<file path="src/pkg/osp_consts.vh">
// Constants for the origin search pulse block: offsets, fields, resets, timing
`ifndef OSP_CONSTS_VH
`define OSP_CONSTS_VH

// ======================================================================
// Register byte offsets
`define OSP_A_CFG      8'h00
`define OSP_A_INIT     8'h04
`define OSP_A_HIGH     8'h08
`define OSP_A_PROX     8'h0C
`define OSP_A_CMD      8'h10
`define OSP_A_STAT     8'h14
`define OSP_A_ISTAT    8'h18
`define OSP_A_IMASK    8'h1C
`define OSP_A_ACC      8'h20
`define OSP_A_POS      8'h24

// ======================================================================
// Configuration fields
`define OSP_C_LIM_ALWAYS 0
`define OSP_C_LIM_NC     1
`define OSP_C_CLR_ORG    2
`define OSP_C_SCURVE     3
`define OSP_C_SRCH_EN    4
`define OSP_C_DIR_CCW    5
`define OSP_C_PAT_LO     6
`define OSP_C_PAT_HI     7
`define OSP_C_LIM_ERR    8
`define OSP_C_ORG_NC     9
`define OSP_C_PROX_NC    10
`define OSP_CFG_W        11
`define OSP_CFG_RST      11'h602

// Command bits (write pulses)
`define OSP_K_SEARCH     0
`define OSP_K_STOP       1
`define OSP_K_JOG        2
`define OSP_K_JOG_CCW    3

// Interrupt event bits
`define OSP_E_DONE       0
`define OSP_E_REFUSE     1
`define OSP_E_LIMSTOP    2
`define OSP_E_SRCHERR    3
`define OSP_E_W          4

// ======================================================================
// Speeds and timing
`define OSP_SPD_W        17
`define OSP_SPD_MAX      17'h186A0
`define OSP_ACC_RST      17'h00064
`define OSP_PH_W         28
`define OSP_CLK_HZ       28'h5F5E100
`define OSP_CLK_NS       10
`define OSP_TICK_NS      1000000
`define OSP_TICK_CYC     (`OSP_TICK_NS / `OSP_CLK_NS)

`endif

</file>
<file path="src/rtl/osp_in_cond.v">
// Sensor input conditioner: synchroniser, polarity and edge detection
`timescale 1ns/1ps
module osp_in_cond (
    input  wire aclk,
    input  wire aresetn,
    input  wire ce,
    input  wire pin,
    input  wire nc,
    output wire lvl,
    output wire rise,
    output wire fall
);
    reg s1_reg;
    reg s2_reg;
    reg lvl_reg;

    // ==================================================================
    // Two-stage sync, then polarity, then edge history
    always @(posedge aclk) begin
        if (!aresetn) begin
            // Start at the idle pin level so no false edge follows reset
            s1_reg  <= nc;
            s2_reg  <= nc;
            lvl_reg <= 1'b0;
        end else if (ce) begin
            s1_reg  <= pin;
            s2_reg  <= s1_reg;
            lvl_reg <= s2_reg ^ nc;     // Closed contact reads inactive when nc is set
        end
    end

    assign lvl  = lvl_reg;
    assign rise = (s2_reg ^ nc) & ~lvl_reg;
    assign fall = ~(s2_reg ^ nc) & lvl_reg;
endmodule // osp_in_cond

</file>
<file path="src/rtl/osp_origin_search.v">
// Origin search, limit handling and pulse train generator with AXI4-Lite
// Function
// - In search-only mode the limits are acted on only during an origin search.
// - In always mode the limits also stop other motion such as jogging.
// - The limit inputs are read as normally closed or normally open per config.
// - Hold-origin: a limit stops pulses and keeps origin state and position.
// - Clear-origin: a limit stops pulses and marks the origin undefined.
// - Search and jog start at the initial rate, 0 to 100000 pulses/s.
// - A search is refused unless proximity > initial speed and, outside pattern 2, high > proximity.
// - Ramps are linear or S-curve as the speed-curve bit selects.
// - An origin search starts only while the search function is enabled.
// - The origin is taken at an origin rising edge met in the search direction.
// - A direction bit makes the search clockwise or counter-clockwise.
// - Pattern 0 needs proximity on then off, pattern 1 proximity on, first.
// - Pattern 2 ignores proximity and uses initial and proximity speeds, and high speed while turning back.
// - Reverse mode turns back when a limit hits in the search direction.
// - Stop-with-error mode halts and flags an error on that limit.
//
// Implementation choices: the address map and the AXI4-Lite register port.
`timescale 1ns/1ps
`include "osp_consts.vh"
module osp_origin_search #(
    parameter TICK_CYC = `OSP_TICK_CYC
) (
    input  wire        aclk,
    input  wire        aresetn,
    input  wire        ce,
    input  wire [7:0]  s_axi_awaddr,
    input  wire        s_axi_awvalid,
    output wire        s_axi_awready,
    input  wire [31:0] s_axi_wdata,
    input  wire [3:0]  s_axi_wstrb,
    input  wire        s_axi_wvalid,
    output wire        s_axi_wready,
    output wire [1:0]  s_axi_bresp,
    output reg         s_axi_bvalid,
    input  wire        s_axi_bready,
    input  wire [7:0]  s_axi_araddr,
    input  wire        s_axi_arvalid,
    output wire        s_axi_arready,
    output reg  [31:0] s_axi_rdata,
    output reg  [1:0]  s_axi_rresp,
    output reg         s_axi_rvalid,
    input  wire        s_axi_rready,
    input  wire        lim_cw_in,
    input  wire        lim_ccw_in,
    input  wire        prox_in,
    input  wire        org_in,
    output reg         pulse_out,
    output reg         dir_ccw_out,
    output wire        irq
);
    localparam S_IDLE = 3'd0;
    localparam S_FAST = 3'd1;
    localparam S_POFF = 3'd2;
    localparam S_SLOW = 3'd3;
    localparam S_BACK = 3'd4;
    localparam S_JOG  = 3'd5;

    reg [`OSP_CFG_W-1:0] cfg_reg;
    reg [`OSP_SPD_W-1:0] init_reg, high_reg, prox_reg, acc_reg;
    reg [`OSP_E_W-1:0]   istat_reg, imask_reg;
    reg [2:0]            st_reg;
    reg                  org_def_reg, err_reg;
    reg [31:0]           pos_reg;
    reg [`OSP_SPD_W-1:0] spd_reg, jerk_reg;
    reg [`OSP_PH_W-1:0]  ph_reg;
    reg [16:0]           tick_reg;
    reg [7:0]            aw_a_reg;
    reg                  aw_have_reg, w_have_reg;
    reg [31:0]           w_d_reg;

    wire cw_l, ccw_l, pr_l, pr_r, pr_f, og_r, og_f;
    wire [1:0] pat = cfg_reg[`OSP_C_PAT_HI:`OSP_C_PAT_LO];
    wire srch_ccw  = cfg_reg[`OSP_C_DIR_CCW];

    // ==================================================================
    // Sensor conditioning
    // limit polarity, sync
    osp_in_cond u_cw (.aclk(aclk), .aresetn(aresetn), .ce(ce), .pin(lim_cw_in),
        .nc(cfg_reg[`OSP_C_LIM_NC]), .lvl(cw_l), .rise(), .fall());
    osp_in_cond u_ccw (.aclk(aclk), .aresetn(aresetn), .ce(ce), .pin(lim_ccw_in),
        .nc(cfg_reg[`OSP_C_LIM_NC]), .lvl(ccw_l), .rise(), .fall());
    osp_in_cond u_prx (.aclk(aclk), .aresetn(aresetn), .ce(ce), .pin(prox_in),
        .nc(cfg_reg[`OSP_C_PROX_NC]), .lvl(pr_l), .rise(pr_r), .fall(pr_f));
    osp_in_cond u_org (.aclk(aclk), .aresetn(aresetn), .ce(ce), .pin(org_in),
        .nc(cfg_reg[`OSP_C_ORG_NC]), .lvl(), .rise(og_r), .fall(og_f));

    // ==================================================================
    // AXI4-Lite handshakes
    wire do_wr  = aw_have_reg & w_have_reg & ~s_axi_bvalid;
    wire do_rd  = ce & s_axi_arvalid & ~s_axi_rvalid;
    assign s_axi_awready = ce & ~aw_have_reg;
    assign s_axi_wready  = ce & ~w_have_reg;
    assign s_axi_arready = ce & ~s_axi_rvalid;
    assign s_axi_bresp   = 2'b00;

    wire wr_cmd   = do_wr & (aw_a_reg == `OSP_A_CMD) & w_d_reg[`OSP_K_SEARCH];
    wire wr_stop  = do_wr & (aw_a_reg == `OSP_A_CMD) & w_d_reg[`OSP_K_STOP];
    wire wr_jog   = do_wr & (aw_a_reg == `OSP_A_CMD) & w_d_reg[`OSP_K_JOG];
    wire rd_istat = do_rd & (s_axi_araddr == `OSP_A_ISTAT);

    // ==================================================================
    // Search start qualification
    // speed ordering check
    wire spd_ok = (prox_reg > init_reg) & ((pat == 2'd2) | (high_reg > prox_reg));
    wire srch_ok = cfg_reg[`OSP_C_SRCH_EN] & spd_ok;
    wire moving  = (st_reg != S_IDLE);
    wire in_srch = moving & (st_reg != S_JOG);
    wire lim_fwd = dir_ccw_out ? ccw_l : cw_l;
    wire at_srch = (dir_ccw_out == srch_ccw);

    // ==================================================================
    // Sequencer next-state logic
    reg [2:0]            st_next;
    reg                  dir_next, stop_c, done_c, lim_c, err_c;
    reg [`OSP_SPD_W-1:0] tgt;
    always @* begin
        st_next  = st_reg;
        dir_next = dir_ccw_out;
        stop_c   = 1'b0;
        done_c   = 1'b0;
        lim_c    = 1'b0;
        err_c    = 1'b0;
        tgt      = high_reg;
        case (st_reg)
            S_IDLE: begin
                if (wr_cmd && srch_ok) begin
                    dir_next = srch_ccw;
                    st_next  = (pat == 2'd2) ? S_SLOW : S_FAST;
                end else if (wr_jog) begin
                    dir_next = w_d_reg[`OSP_K_JOG_CCW];
                    st_next  = S_JOG;
                end
            end
            S_FAST: begin
                if (pr_r)
                    st_next = (pat == 2'd0) ? S_POFF : S_SLOW;
            end
            S_POFF: begin
                tgt = prox_reg;
                if (pr_f)
                    st_next = S_SLOW;
            end
            S_SLOW: begin
                tgt = prox_reg;
                if (og_r && at_srch) begin
                    st_next = S_IDLE;
                    done_c  = 1'b1;
                end
            end
            S_BACK: begin
                // Leave the sensor zone, then search again
                if ((pat == 2'd2) ? og_f : pr_f) begin
                    dir_next = srch_ccw;
                    st_next  = (pat == 2'd2) ? S_SLOW : S_FAST;
                end
            end
            S_JOG: begin
                tgt = high_reg;
            end
            default: begin
                st_next = S_IDLE;
            end
        endcase
        // Limit in the direction of travel
        if (in_srch && lim_fwd) begin
            if (at_srch && !cfg_reg[`OSP_C_LIM_ERR]) begin
                dir_next = ~srch_ccw;
                st_next  = S_BACK;
            end else begin
                st_next = S_IDLE;
                err_c   = 1'b1;
                lim_c   = 1'b1;
            end
        end else if (st_reg == S_JOG && lim_fwd && cfg_reg[`OSP_C_LIM_ALWAYS]) begin
            st_next = S_IDLE;
            lim_c   = 1'b1;
        end
        if (wr_stop && moving) begin
            st_next = S_IDLE;
        end
        if (moving && st_next == S_IDLE)
            stop_c = 1'b1;
    end

    // ==================================================================
    // Ramp step size: fixed or growing towards the acceleration rate
    wire [`OSP_SPD_W-1:0] step = (cfg_reg[`OSP_C_SCURVE] && jerk_reg < acc_reg)
                                 ? jerk_reg : acc_reg;
    wire tick = (tick_reg == 17'd0);
    wire [`OSP_PH_W-1:0] ph_sum = ph_reg + {{(`OSP_PH_W-`OSP_SPD_W){1'b0}}, spd_reg};
    wire pulse_c = moving && (spd_reg != 0) && (ph_sum >= `OSP_CLK_HZ);

    // ==================================================================
    // Motion, position and origin state
    always @(posedge aclk) begin
        if (!aresetn) begin
            st_reg      <= S_IDLE;
            dir_ccw_out <= 1'b0;
            spd_reg     <= 17'h00000;
            jerk_reg    <= 17'h00001;
            ph_reg      <= 28'h0000000;
            tick_reg    <= 17'h00000;
            pulse_out   <= 1'b0;
            pos_reg     <= 32'h00000000;
            org_def_reg <= 1'b0;
            err_reg     <= 1'b0;
        end else if (ce) begin
            st_reg      <= st_next;
            dir_ccw_out <= dir_next;
            pulse_out   <= pulse_c;
            tick_reg    <= tick ? TICK_CYC[16:0] - 17'd1 : tick_reg - 17'd1;
            ph_reg      <= !moving ? 28'h0000000 :
                           pulse_c ? ph_sum - `OSP_CLK_HZ : ph_sum;
            if (pulse_c)
                pos_reg <= dir_ccw_out ? pos_reg - 32'd1 : pos_reg + 32'd1;
            if (!moving && st_next != S_IDLE) begin
                spd_reg  <= init_reg;
                jerk_reg <= 17'h00001;
                err_reg  <= 1'b0;
            end else if (stop_c) begin
                spd_reg <= 17'h00000;
            end else if (moving && tick && spd_reg != tgt) begin
                jerk_reg <= jerk_reg + 17'd1;
                if (spd_reg < tgt)
                    spd_reg <= (tgt - spd_reg > step) ? spd_reg + step : tgt;
                else
                    spd_reg <= (spd_reg - tgt > step) ? spd_reg - step : tgt;
            end else if (moving && tick) begin
                jerk_reg <= 17'h00001;
            end
            if (err_c)
                err_reg <= 1'b1;
            if (lim_c && cfg_reg[`OSP_C_CLR_ORG])
                org_def_reg <= 1'b0;
            if (done_c) begin
                org_def_reg <= 1'b1;
                pos_reg     <= 32'h00000000;
            end
        end
    end

    // ==================================================================
    // Write channel and configuration registers
    wire [31:0] wd = w_d_reg;
    always @(posedge aclk) begin
        if (!aresetn) begin
            aw_have_reg  <= 1'b0;
            w_have_reg   <= 1'b0;
            aw_a_reg     <= 8'h00;
            w_d_reg      <= 32'h00000000;
            s_axi_bvalid <= 1'b0;
            cfg_reg      <= `OSP_CFG_RST;
            init_reg     <= 17'h00000;
            high_reg     <= 17'h00000;
            prox_reg     <= 17'h00000;
            acc_reg      <= `OSP_ACC_RST;
            imask_reg    <= 4'h0;
        end else if (ce) begin
            if (s_axi_awvalid && !aw_have_reg) begin
                aw_have_reg <= 1'b1;
                aw_a_reg    <= s_axi_awaddr;
            end
            if (s_axi_wvalid && !w_have_reg) begin
                w_have_reg <= 1'b1;
                w_d_reg    <= s_axi_wdata;
            end
            if (s_axi_bvalid && s_axi_bready)
                s_axi_bvalid <= 1'b0;
            if (do_wr) begin
                aw_have_reg  <= 1'b0;
                w_have_reg   <= 1'b0;
                s_axi_bvalid <= 1'b1;
                case (aw_a_reg)
                    `OSP_A_CFG:   cfg_reg   <= wd[`OSP_CFG_W-1:0];
                    `OSP_A_INIT:  init_reg  <= (wd[16:0] > `OSP_SPD_MAX) ? `OSP_SPD_MAX : wd[16:0];
                    `OSP_A_HIGH:  high_reg  <= (wd[16:0] > `OSP_SPD_MAX) ? `OSP_SPD_MAX : wd[16:0];
                    `OSP_A_PROX:  prox_reg  <= (wd[16:0] > `OSP_SPD_MAX) ? `OSP_SPD_MAX : wd[16:0];
                    `OSP_A_IMASK: imask_reg <= wd[`OSP_E_W-1:0];
                    `OSP_A_ACC:   acc_reg   <= wd[16:0];
                    default: ;
                endcase
            end
        end
    end

    // ==================================================================
    // Interrupt status: events set, read clears, set wins
    // refused start flag
    wire refuse_c = wr_cmd && !moving && !srch_ok;
    wire [`OSP_E_W-1:0] ev = {err_c, lim_c, refuse_c, done_c};
    always @(posedge aclk) begin
        if (!aresetn)
            istat_reg <= 4'h0;
        else if (ce)
            istat_reg <= (rd_istat ? 4'h0 : istat_reg) | ev;
    end
    assign irq = |(istat_reg & imask_reg);

    // ==================================================================
    // Read channel
    wire [31:0] stat_w = {21'h000000, err_reg, og_r, pr_l, ccw_l, cw_l,
                          st_reg, dir_ccw_out, org_def_reg, moving};
    always @(posedge aclk) begin
        if (!aresetn) begin
            s_axi_rvalid <= 1'b0;
            s_axi_rdata  <= 32'h00000000;
            s_axi_rresp  <= 2'b00;
        end else if (ce) begin
            if (s_axi_rvalid && s_axi_rready)
                s_axi_rvalid <= 1'b0;
            if (do_rd) begin
                s_axi_rvalid <= 1'b1;
                s_axi_rresp  <= 2'b00;
                case (s_axi_araddr)
                    `OSP_A_CFG:   s_axi_rdata <= {21'h000000, cfg_reg};
                    `OSP_A_INIT:  s_axi_rdata <= {15'h0000, init_reg};
                    `OSP_A_HIGH:  s_axi_rdata <= {15'h0000, high_reg};
                    `OSP_A_PROX:  s_axi_rdata <= {15'h0000, prox_reg};
                    `OSP_A_STAT:  s_axi_rdata <= stat_w;
                    `OSP_A_ISTAT: s_axi_rdata <= {28'h0000000, istat_reg};
                    `OSP_A_IMASK: s_axi_rdata <= {28'h0000000, imask_reg};
                    `OSP_A_ACC:   s_axi_rdata <= {15'h0000, acc_reg};
                    `OSP_A_POS:   s_axi_rdata <= pos_reg;
                    `OSP_A_CMD:   s_axi_rdata <= 32'h00000000;
                    default: begin
                        s_axi_rdata <= 32'h00000000;
                        s_axi_rresp <= 2'b10;
                    end
                endcase
            end
        end
    end
endmodule // osp_origin_search

</file>
<file path="config.mk">
export PLATFORM = sky130hd
export DESIGN_NAME = osp_origin_search
export DESIGN_NICKNAME = d
export VERILOG_FILES = /design/src/rtl/osp_in_cond.v /design/src/rtl/osp_origin_search.v
export VERILOG_INCLUDE_DIRS = /design/src /design/src/pkg
export SDC_FILE = /design/constraint.sdc
export NUM_CORES = 1
export LEC_CHECK = 0
export BUFFER_PORTS_ARGS = -buffer_cell sky130_fd_sc_hd__buf_2
export CAP_MARGIN = 25
export CORE_AREA = 2 2 206 208
export DETAILED_ROUTE_END_ITERATION = 6
export DIE_AREA = 0 0 208 210
export PLACE_DENSITY = 0.66
export SLEW_MARGIN = 5
export SYNTH_ARGS = -nofsm -noshare
export SYNTH_HDL_FRONTEND = slang
export SYNTH_SLANG_ARGS = --single-unit
</file>
<file path="constraint.sdc">
create_clock -name aclk -period 14.8 [get_ports aclk]
set_input_delay 0.74 -clock aclk [delete_from_list [all_inputs] [get_ports aclk]]
set_output_delay 0.74 -clock aclk [all_outputs]
set_load 0.01 [all_outputs]
</file>
Word level (Yosys, flattened, before mapping)
Index checks and enable logic that the tools add are counted.
- multiplexer cells: 78
- reduce and logical (&&, ||, !) cells: 65
- add/sub/neg operators: 10
- order comparisons: 8
- bitwise operators: 35
- equal/unequal tests: 26
- operator list (kind ; count):
    $pmux 32 s9 ; 1
    $mux 17 ; 14
    $mux 32 ; 3
    $gt 17x17->1 ; 4
    $mux 28 ; 2
    $sub 17x17->17 ; 3
    $eq 8x5->1 const B ; 6
    $mux 1 ; 43
    $lt 17x17->1 ; 2
    $add 32x1->32 const B ; 1
    $eq 8x4->1 const B ; 4
    $sub 32x1->32 const B ; 1
    $mux 3 ; 10
    $add 28x17->28 ; 1
    $ge 28x27->1 const B ; 1
    $sub 28x27->28 const B ; 1
    $eq 8x6->1 const B ; 3
    $reduce_and 2->1 ; 11
    $logic_and 1x1->1 ; 21
    $reduce_and 3->1 ; 7
    $and 1x1->1 ; 19
    $pmux 3 s6 ; 1
    $add 17x1->17 const B ; 1
    $add 17x17->17 ; 1
    other kinds (30) ; 61
- input bits: 64
- register bits: 280
- word-level logic and storage cells: 259
- output and inout port bits: 44

Logic depth before layout (Yosys ltp)
Gate-level depths: netlist of the first run.
- depth after elaboration: 15
- mapped depth: 32
- depth with buffers taken out: 29

By module
From an unflattened synthesis of the first run, not the netlist that was laid out.
- cells, all modules: 2677
- area, all modules: 20458.4 µm²
- modules (own cells, without submodules) (module ; cells an instance ; instances ; seq. area each (µm²) ; area each (µm²)):
    osp_origin_search ; 2621 ; 1 ; 5345.1 ; 19912.8
    osp_in_cond ; 14 ; 4 ; 80.1 ; 136.4

Worst setup path before layout of the first run
No wires, ideal clock.
- path kind: register to register
- start point: reg st_reg[2]
- end point: reg spd_reg[3]
- buffers on the path: 3
- setup slack: 8.746 ns
- data arrival time: 5.922 ns
- cell stages (with the launch flop): 33
- data required time: 14.668 ns
- clock period less this slack: 6.054 ns
- cells stage by stage: dfxtp_1 -> clkbuf_1 -> inv_1 -> nand2_1 -> clkbuf_1 -> nor2_1 -> a21oi_1 -> inv_1 -> ha_1 -> nor2b_1 -> o21ai_0 -> a21boi_0 -> o21ai_0 -> a21boi_0 -> o21ai_0 -> nand2b_1 -> a221o_1 -> a21o_1 -> a21oi_1 -> o21ai_0 -> xor2_1 -> ha_1 -> a21o_1 -> a21oi_1 -> o211ai_1 -> a211o_1 -> o211ai_1 -> a21oi_1 -> a21oi_1 -> clkbuf_1 -> a22oi_1 -> a32oi_1 -> a21oi_1
- cells in the longest elaborated chain, start to end: 11
- ends and longest elaborated chain (element ; RTL line ; source):
    from (decl) ; osp_origin_search.v:63 ; reg [2:0] st_reg;
    from (signal assigned) ; osp_origin_search.v:210 ; st_reg <= st_next;
    branches (longest 11 deep; another with $sub 17x17->17) ; - ;
    to (signal assigned) ; osp_origin_search.v:219 ; spd_reg <= init_reg;
    to (signal assigned) ; osp_origin_search.v:227 ; spd_reg <= (tgt - spd_reg > step) ? spd_reg + step : tgt;
    to (signal assigned) ; osp_origin_search.v:229 ; spd_reg <= (spd_reg - tgt > step) ? spd_reg - step : tgt;
    to (decl) ; osp_origin_search.v:66 ; reg [`OSP_SPD_W-1:0] spd_reg, jerk_reg;
Parallel ways; which one is timed is not known. The select of a mux whose other input is x is not followed.
A chain may end at the register's enable or synchronous reset.

Final worst setup path of the first run
Same ends and word-level chain as after synthesis.

==> results by group, run 1 <==
Clock tree
  – CTS Buf Count: 30
  – Clk sinks: around 280
  – Clk Tree Root Cell: clkbuf_16
  – Later-pin clock latency in the skew report: 0.57 ns
  – CTS Buffer Depth: 3
  – Postcts setup bufs: 0
  – Worst-path clk slew: 0.07 ns
  – Cts hold-fix bufs: 0
  – PostCTS Resize Cnt: 0
  – CTS tree: yes
  – Depth of the CTS H-tree: 1

Power and ir drop
  – P per Cell Area: between 100 and 150 nW/um^2
  – Pleak: 9.670 nW
  – Pint: about 1.8 mW
  – Reg power frac: 30.1%
  – Max VDD drop: approximately 0.11 mV
  – Sw Ratio: 38.30%
  – Comb pwr share: 41.8%
  – Clk network pwr share: 28.1%
  – Switch Pwr: around 1.1 mW

Die
  – Placement row count: 75
  – Die Span Y: approximately 210 um
  – IO Pins: 108
  – Die area: ~44000 um^2
  – Initial Utilization: 49.55%
  – Die width: 208 um
  – CORE AREA: 41480 um^2

Global route
  – Pin count of the biggest net entering global routing: 112
  – GRT Resource Usage Total: 28.18%
  – First-pass GRT wire length: 100.6 mm
  – Overflow after GRT: 0
  – Vias in the first global route: 18486
  – Initial antenna violation count: 0

Timing
  – RSZ-0062 raised after global routing: no
  – Final setup fails: 0
  – Period utilisation layout: between 40% and 50%
  – Count of endpoints failing hold in the final timing report: 0
  – Fmax: around 0.14 GHz
  – Setup TNS: 0 ns
  – Clock Skew: 0.01285 ns
  – Slew Limit Fails: 0
  – Worst slew pin tran: 1.022 ns
  – Hold Slack: 0.4034 ns
  – Fin crit period: 7.229 ns
  – Slew Limit Headroom: 31.84%

Synth
  – Largest family of logic cells by synthesized area: compound AO/OA/AOI/OAI gates
  – Post-Synth Simple-Gate Area: 20.19%
  – Synth area leaders: dfxtp_1 (26%), ha_1 (13%), nand2_1 (6.4%)
  – Post-Synth XOR/XNOR Area: 4.986%
  – Share of the synthesized area in the top cell type: 26.40%
  – Adder-cell share of the synthesized area: 13.18%
  – Dominant cell type by area after synthesis: dfxtp_1
  – Ys Warns: 0
  – Seq/Total Area, Yosys: 27.57%
  – Async S/R FF share, synth: 0%
  – Avg Cell Area, Syn: 7.832 um^2
  – Multiplexer area fraction after synthesis: 2.618%
  – Register bit total from synthesis: 279
  – Commonest cells post-synth: nand2_1 (350), dfxtp_1 (271), ha_1 (206), a21oi_1 (188), nor2_1 (187)
  – Main synth FF type: dfxtp_1
  – Post-synthesis cell area: 20550 um^2
  – Gate Count Post-Synth: approximately 2600
  – Cell with the most instances after synthesis: nand2_1
  – Distinct cell type count after synthesis: 100
  – Post-synthesis compound-gate area fraction: 26.08%
  – EDFF count, synth: 8

Worst setup path
  – Reg2reg setup slack: 7.57 ns
  – Critical path's top delay family: compound AO/OA/AOI/OAI gates
  – WS Path Type: flip-flop to flip-flop
  – CP Buf/Inv Count: 5
  – CP startpoint kind: flip-flop
  – Slowest Stage Delay on Critical Path: 0.54 ns
  – CP max stage cell: dfxtp_1
  – CP Max Fanout: 36
  – CP required: around 15 ns
  – CP most frequent cell: a21oi_1
  – Data arrival, critical path: roughly 7.7 ns
  – Critical Path Sink Type: flip-flop

Final layout
  – ANT cells: 0
  – Layout area overhead: 9.175%
  – Share of cells above drive strength 1: 8.168%
  – Finished Layout Cells: 3208
  – # fillers: between 3000 and 4000
  – Nets: just under 3000
  – Final Util: 54.09%
  – Design area: 22440 um^2

Routing
  – WL per Instance: 19.76 um
  – DR vias/cell: between 6 and 7
  – Drt first pass iters: 7
  – Initial DRC Count: 1626
  – DRC viols: 8
  – Routed via count: around 19000
  – DRT antenna net count: 0
  – Post-Route WL: about 63 mm

Place
  – GP Congestion: 0.9656
  – # port buffers: 85
  – Detailed placer's ending HPWL: 47.77 mm
  – Placed inst area: 21350 um^2
  – DP Cell Count: 3148

Job
  – Total of max-cap violations: 0

Run status
  – Status: complete, but fails checks
  – Failing checks: design-rule violations

Worst hold path
  – Worst hold path class: input pin to flip-flop
[area by class of cell]
cell class | instances | area [um^2] | area share, %
clock inverter | 10 | 130.1 | 0.5800
multi-input combinational | 2064 | 13800 | 61.51
inverter | 154 | 578.1 | 2.576
timing repair buffer | 117 | 669.4 | 2.983
tap | 539 | 674.4 | 3.006
sequential | 279 | 5665 | 25.25
clock buffer | 45 | 918.4 | 4.093
[power groups by stage]
stage	registers, mW	clock network, mW	logic, mW
floorplan	0.842	0	0.887
global placement	0.865	0	1.13
detailed placement	0.868	0	1.15
CTS	0.851	0.812	1.16
global route	0.856	0.838	1.32
finish	0.853	0.798	1.19
[worst register-to-register path: cells and delay by family, from the launching register on]
family	cells	cell delay, ns
AOI/OAI and AO/OA	20	4.17
xor gates and xnor gates	1	0.16
adders and majority gates	2	0.65
buffers and inverters	5	1.14
DFF	1	0.54
and+or+nand+nor	4	0.46
[layout by cell type, fill, tap and decap left out, types with 8 or more instances in the layout]
master	n
ha_1	206
nor2_1	187
mux2i_1	47
a31oi_1	40
nand4_1	24
inv_1	153
nor4_1	21
buf_4	30
nand2b_1	22
nand3_1	55
clkbuf_8	9
a221o_1	14
nor3_1	54
a222oi_1	19
o21bai_1	15
a221oi_1	17
edfxtp_1	8
a21boi_0	31
o21a_1	21
nor2b_1	52
xor2_1	38
o211ai_1	21
or2_2	10
or3_1	21
nand2_1	350
clkbuf_16	31
a21o_1	82
a21oi_1	188
a22oi_1	31
dfxtp_1	271
o21ai_1	10
buf_2	85
o221ai_1	10
o21ai_0	162
xnor2_1	79
o31ai_1	10
o211a_1	17
and3_1	12
and2_1	49
[cell families after synthesis]
group / after synthesis
and+or+nand+nor: 890
AOI/OAI and AO/OA: 788
buffers and inverters: 283
DFF: 279
adders and majority gates: 213
xor gates and xnor gates: 117
muxes: 53
other: 1
[metrics by stage]
stage,total power [mW],worst slack (ns)
6_report,2.838,7.571
3_3_place_gp,1.994,7.198
3_5_place_dp,2.018,7.144
4_1_cts,2.823,7.082
5_1_grt,3.010,6.962
2_1_floorplan,1.729,8.746
[path summary, 6_finish.rpt]
path	startpoint	to	cells after the start
worst min register to register	ph_reg[14]	ph_reg[14]	2
worst min-delay path	s_axi_wdata[10]	w_d_reg[10]	3
worst max register to register	st_reg[2]	spd_reg[3]	32
worst max-delay path	st_reg[2]	spd_reg[3]	32
[routing by layer]
metal  global-route usage (%)  routed length, um
met1                    37.52              28080
met2                    47.00              28890
met3                    3.159               3969
met4                    10.81               2445
met5                        0                  0
Power figures use the tool's default switching activity.
==> inputs of run 2 (changes only) <==
--- a/config.mk
+++ b/config.mk
@@ -11,7 +11,7 @@
 export CORE_AREA = 2 2 206 208
 export DETAILED_ROUTE_END_ITERATION = 6
 export DIE_AREA = 0 0 208 210
-export PLACE_DENSITY = 0.66
+export PLACE_DENSITY = 0.68
 export SLEW_MARGIN = 5
 export SYNTH_ARGS = -nofsm -noshare
 export SYNTH_HDL_FRONTEND = slang
==> constraint.sdc (replaced) <==
create_clock -name aclk -period 6.3 [get_ports aclk]
set_input_delay 0.315 -clock aclk [delete_from_list [all_inputs] [get_ports aclk]]
set_output_delay 0.315 -clock aclk [all_outputs]
set_load 0.01 [all_outputs]
==> results by group, run 2 (same netlist as run 1, synthesis figures left out) <==
Place
  – GP Congestion: 1.008 (was 0.9656)
  – Placed inst area: 21710 um^2 (was 21350 um^2)
  – Detailed placer's ending HPWL: 49.40 mm (was 47.77 mm)
  – # port buffers: 85 (unchanged)

Timing
  – Worst slew pin tran: 1.045 ns (was 1.022 ns)
  – Slew Limit Headroom: 30.10% (was 31.84%)
  – Period utilisation layout: 91.58% (was 48.84%)
  – Setup TNS: 0 ns (unchanged)
  – Clock Skew: 0.03208 ns (was 0.01285 ns)
  – Fmax: 0.1733 GHz (was 0.1383 GHz)
  – Fin crit period: 5.769 ns (was 7.229 ns)
  – Count of endpoints failing hold in the final timing report: 0 (unchanged)
  – Slew Limit Fails: 0 (unchanged)
  – RSZ-0062 raised after global routing: no (unchanged)
  – Final setup fails: 0 (unchanged)

Final layout
  – Layout area overhead: 12.76% (was 9.175%)
  – Share of cells above drive strength 1: 9.749% (was 8.168%)
  – Nets: 3001 (was 2922)
  – Final Util: 55.87% (was 54.09%)
  – ANT cells: 0 (unchanged)
  – # fillers: 3899 (was 3983)
  – Design area: 23170 um^2 (was 22440 um^2)
  – Commonest cells after routing, fill and taps aside: nand2_1 (349), dfxtp_1 (271), ha_1 (206), nor2_1 (187), a21oi_1 (186) (was nand2_1 (350), dfxtp_1 (271), ha_1 (206), a21oi_1 (188), nor2_1 (187))
  – Commonest non-fill, non-tap cell in the layout: nand2_1 (unchanged)

Power and ir drop
  – Pleak: 10.05 nW (was 9.670 nW)
  – P per Cell Area: 294.5 nW/um^2 (was 126.5 nW/um^2)
  – Max VDD drop: 0.2594 mV (was 0.1067 mV)
  – Total power draw: 6.824 mW (was 2.838 mW)

Clock tree
  – CTS tree: yes (unchanged)
  – Depth of the CTS H-tree: 1 (unchanged)
  – Clk sinks: 279 (unchanged)
  – Later-pin clock latency in the skew report: 0.61 ns (was 0.57 ns)
  – CTS Buffer Depth: 3 (unchanged)
  – Clk Tree Root Cell: clkbuf_16 (unchanged)
  – CTS Buf Count: 31 (was 30)
  – Worst-path clk slew: 0.06 ns (was 0.07 ns)

Global route
  – Initial antenna violation count: 1 (was 0)
  – Overflow after GRT: 0 (unchanged)
  – Vias in the first global route: 18768 (was 18486)
  – First-pass GRT wire length: 103.3 mm (was 100.6 mm)
  – Pin count of the biggest net entering global routing: 92 (was 112)
  – GRT Resource Usage Total: 29.13% (was 28.18%)

Routing
  – Drt first pass iters: 7 (unchanged)
  – Initial DRC Count: 1894 (was 1626)
  – Post-Route WL: 65.36 mm (was 63.38 mm)
  – DRT antenna net count: 0 (unchanged)
  – WL per Instance: 19.88 um (was 19.76 um)
  – DR vias/cell: 6.031 (was 6.075)
  – DRC viols: 0 (was 8)
  – Routed via count: 19830 (was 19488)

Worst setup path
  – CP required: 6.85 ns (was 15.23 ns)
  – CP Max Fanout: 8 (was 36)
  – RR Endpoint: spd_reg[7] (was spd_reg[3])
  – Critical Path Sink Type: flip-flop (unchanged)
  – Critical path's top delay family: compound AO/OA/AOI/OAI gates (unchanged)
  – Cells along the critical path: inv_1 -> ha_1 -> a21o_1 -> a21o_1 -> a21oi_1 -> o21ai_0 -> a31oi_1 -> o31a_1 -> o21ai_0 -> inv_1 -> ha_1 -> o21a_1 -> o21a_1 -> o21a_1 -> o21a_1 -> o31ai_1 -> nand4_1 -> and3_1 -> and2_0 -> buf_4 -> a221o_1 -> a21oi_1 -> o221a_2
  – CP Capture Point: spd_reg[7] (was spd_reg[3])
  – Slowest Stage Delay on Critical Path: 0.64 ns (was 0.54 ns)
  – WS Path Type: flip-flop to flip-flop (unchanged)
  – Reg2Reg Depth: 23 (was 32)
  – Data arrival, critical path: 6.32 ns (was 7.66 ns)
  – Crit path from: acc_reg[1] (was st_reg[2])
  – CP max stage cell: o21ai_0 (was dfxtp_1)
  – CP most frequent cell: o21a_1 (was a21oi_1)
  – CP startpoint kind: flip-flop (unchanged)
  – R2R Path Start: acc_reg[1] (was st_reg[2])
  – Reg2reg setup slack: 0.53 ns (was 7.57 ns)
  – Crit. path cell count: 23 (was 32)
  – CP Buf/Inv Count: 3 (was 5)

Die
  – Die width: 208 um (unchanged)
  – CORE AREA: 41480 um^2 (unchanged)
  – Initial Utilization: 49.55% (unchanged)
  – Die area: 43680 um^2 (unchanged)
  – IO Pins: 108 (unchanged)
  – Die Span Y: 210 um (unchanged)
  – Placement row count: 75 (unchanged)

Run status
  – Status: complete, no violations (was complete, but fails checks)

Worst hold path
  – Worst hold stages: 3 (unchanged)
  – Worst hold path class: input pin to flip-flop (unchanged)

Job
  – Total of max-cap violations: 0 (unchanged)
-- run 2: changes by cell type in the layout (fill, tap and decap cells not counted), sizes merged --
cell	previous run	this run
bufinv	3	4
clkinvlp	2	1
clkinv	5	8
dlygate4sd3	0	31
buf	116	162
inv	154	155
clkbuf	46	45
-- run 2: tightest hold or removal path, delay by kind of cell --
family        cells  cell delay [ns]
buf+inv           1             0.08
simple gates      2             0.10
-- run 2: through the flow --
step	setup WS [ns]	hold slack, ns	cells
2_1_floorplan	0.2465	0.4291	2626
5_1_grt	0.01311	0.02874	3288
3_3_place_gp	0.3926	0.4401	3195
4_1_cts	0.2743	0.00009165	3283
3_5_place_dp	0.2954	0.4459	3195
6_report	0.5308	0.02655	3288
-- run 2: worst min path at each step --
stage / slack [ns] / endpoint / start
3_5_place_dp: 0.45 / s_axi_rresp[1] / s_axi_rresp[1]
3_3_place_gp: 0.44 / ph_reg[11] / ph_reg[11]
4_1_cts: 0.00009 / u_org.s1_reg / org_in
5_1_grt: 0.03 / u_org.s1_reg / org_in
2_1_floorplan: 0.43 / ph_reg[10] / ph_reg[10]
6_report: 0.03 / u_org.s1_reg / org_in
-- run 2: layer usage --
metal	track usage (%)	up-vias	wire length [um]
li1	-	9632	-
met1	39.26	9323	28870
met2	47.46	726	29510
met3	3.754	149	4488
met4	11.54	0	2497
met5	0	-	0
-- run 2: final cells by class --
class	instances	area [um^2]	area share, %
Multi-Input combinational cell	2064	13820	59.62
Sequential cell	279	5665	24.45
Timing Repair Buffer	195	1364	5.885
Clock buffer	43	882.1	3.806
Tap cell	539	674.4	2.910
Inverter	154	578.1	2.494
Clock inverter	14	193.9	0.8369
-- run 2: what timing repair did --
action,CTS,global route
resized for setup,0,6
hold buffers,31,0
buffers inserted,0,0
hold endpoints to repair,31,0
endpoints found under the setup margin,0,17
-- run 2: power by group --
part	switching (mW)	total [mW]	internal (mW)
logic	1.69	2.92	1.23
clock network	0.782	1.93	1.14
registers	0.124	1.98	1.86
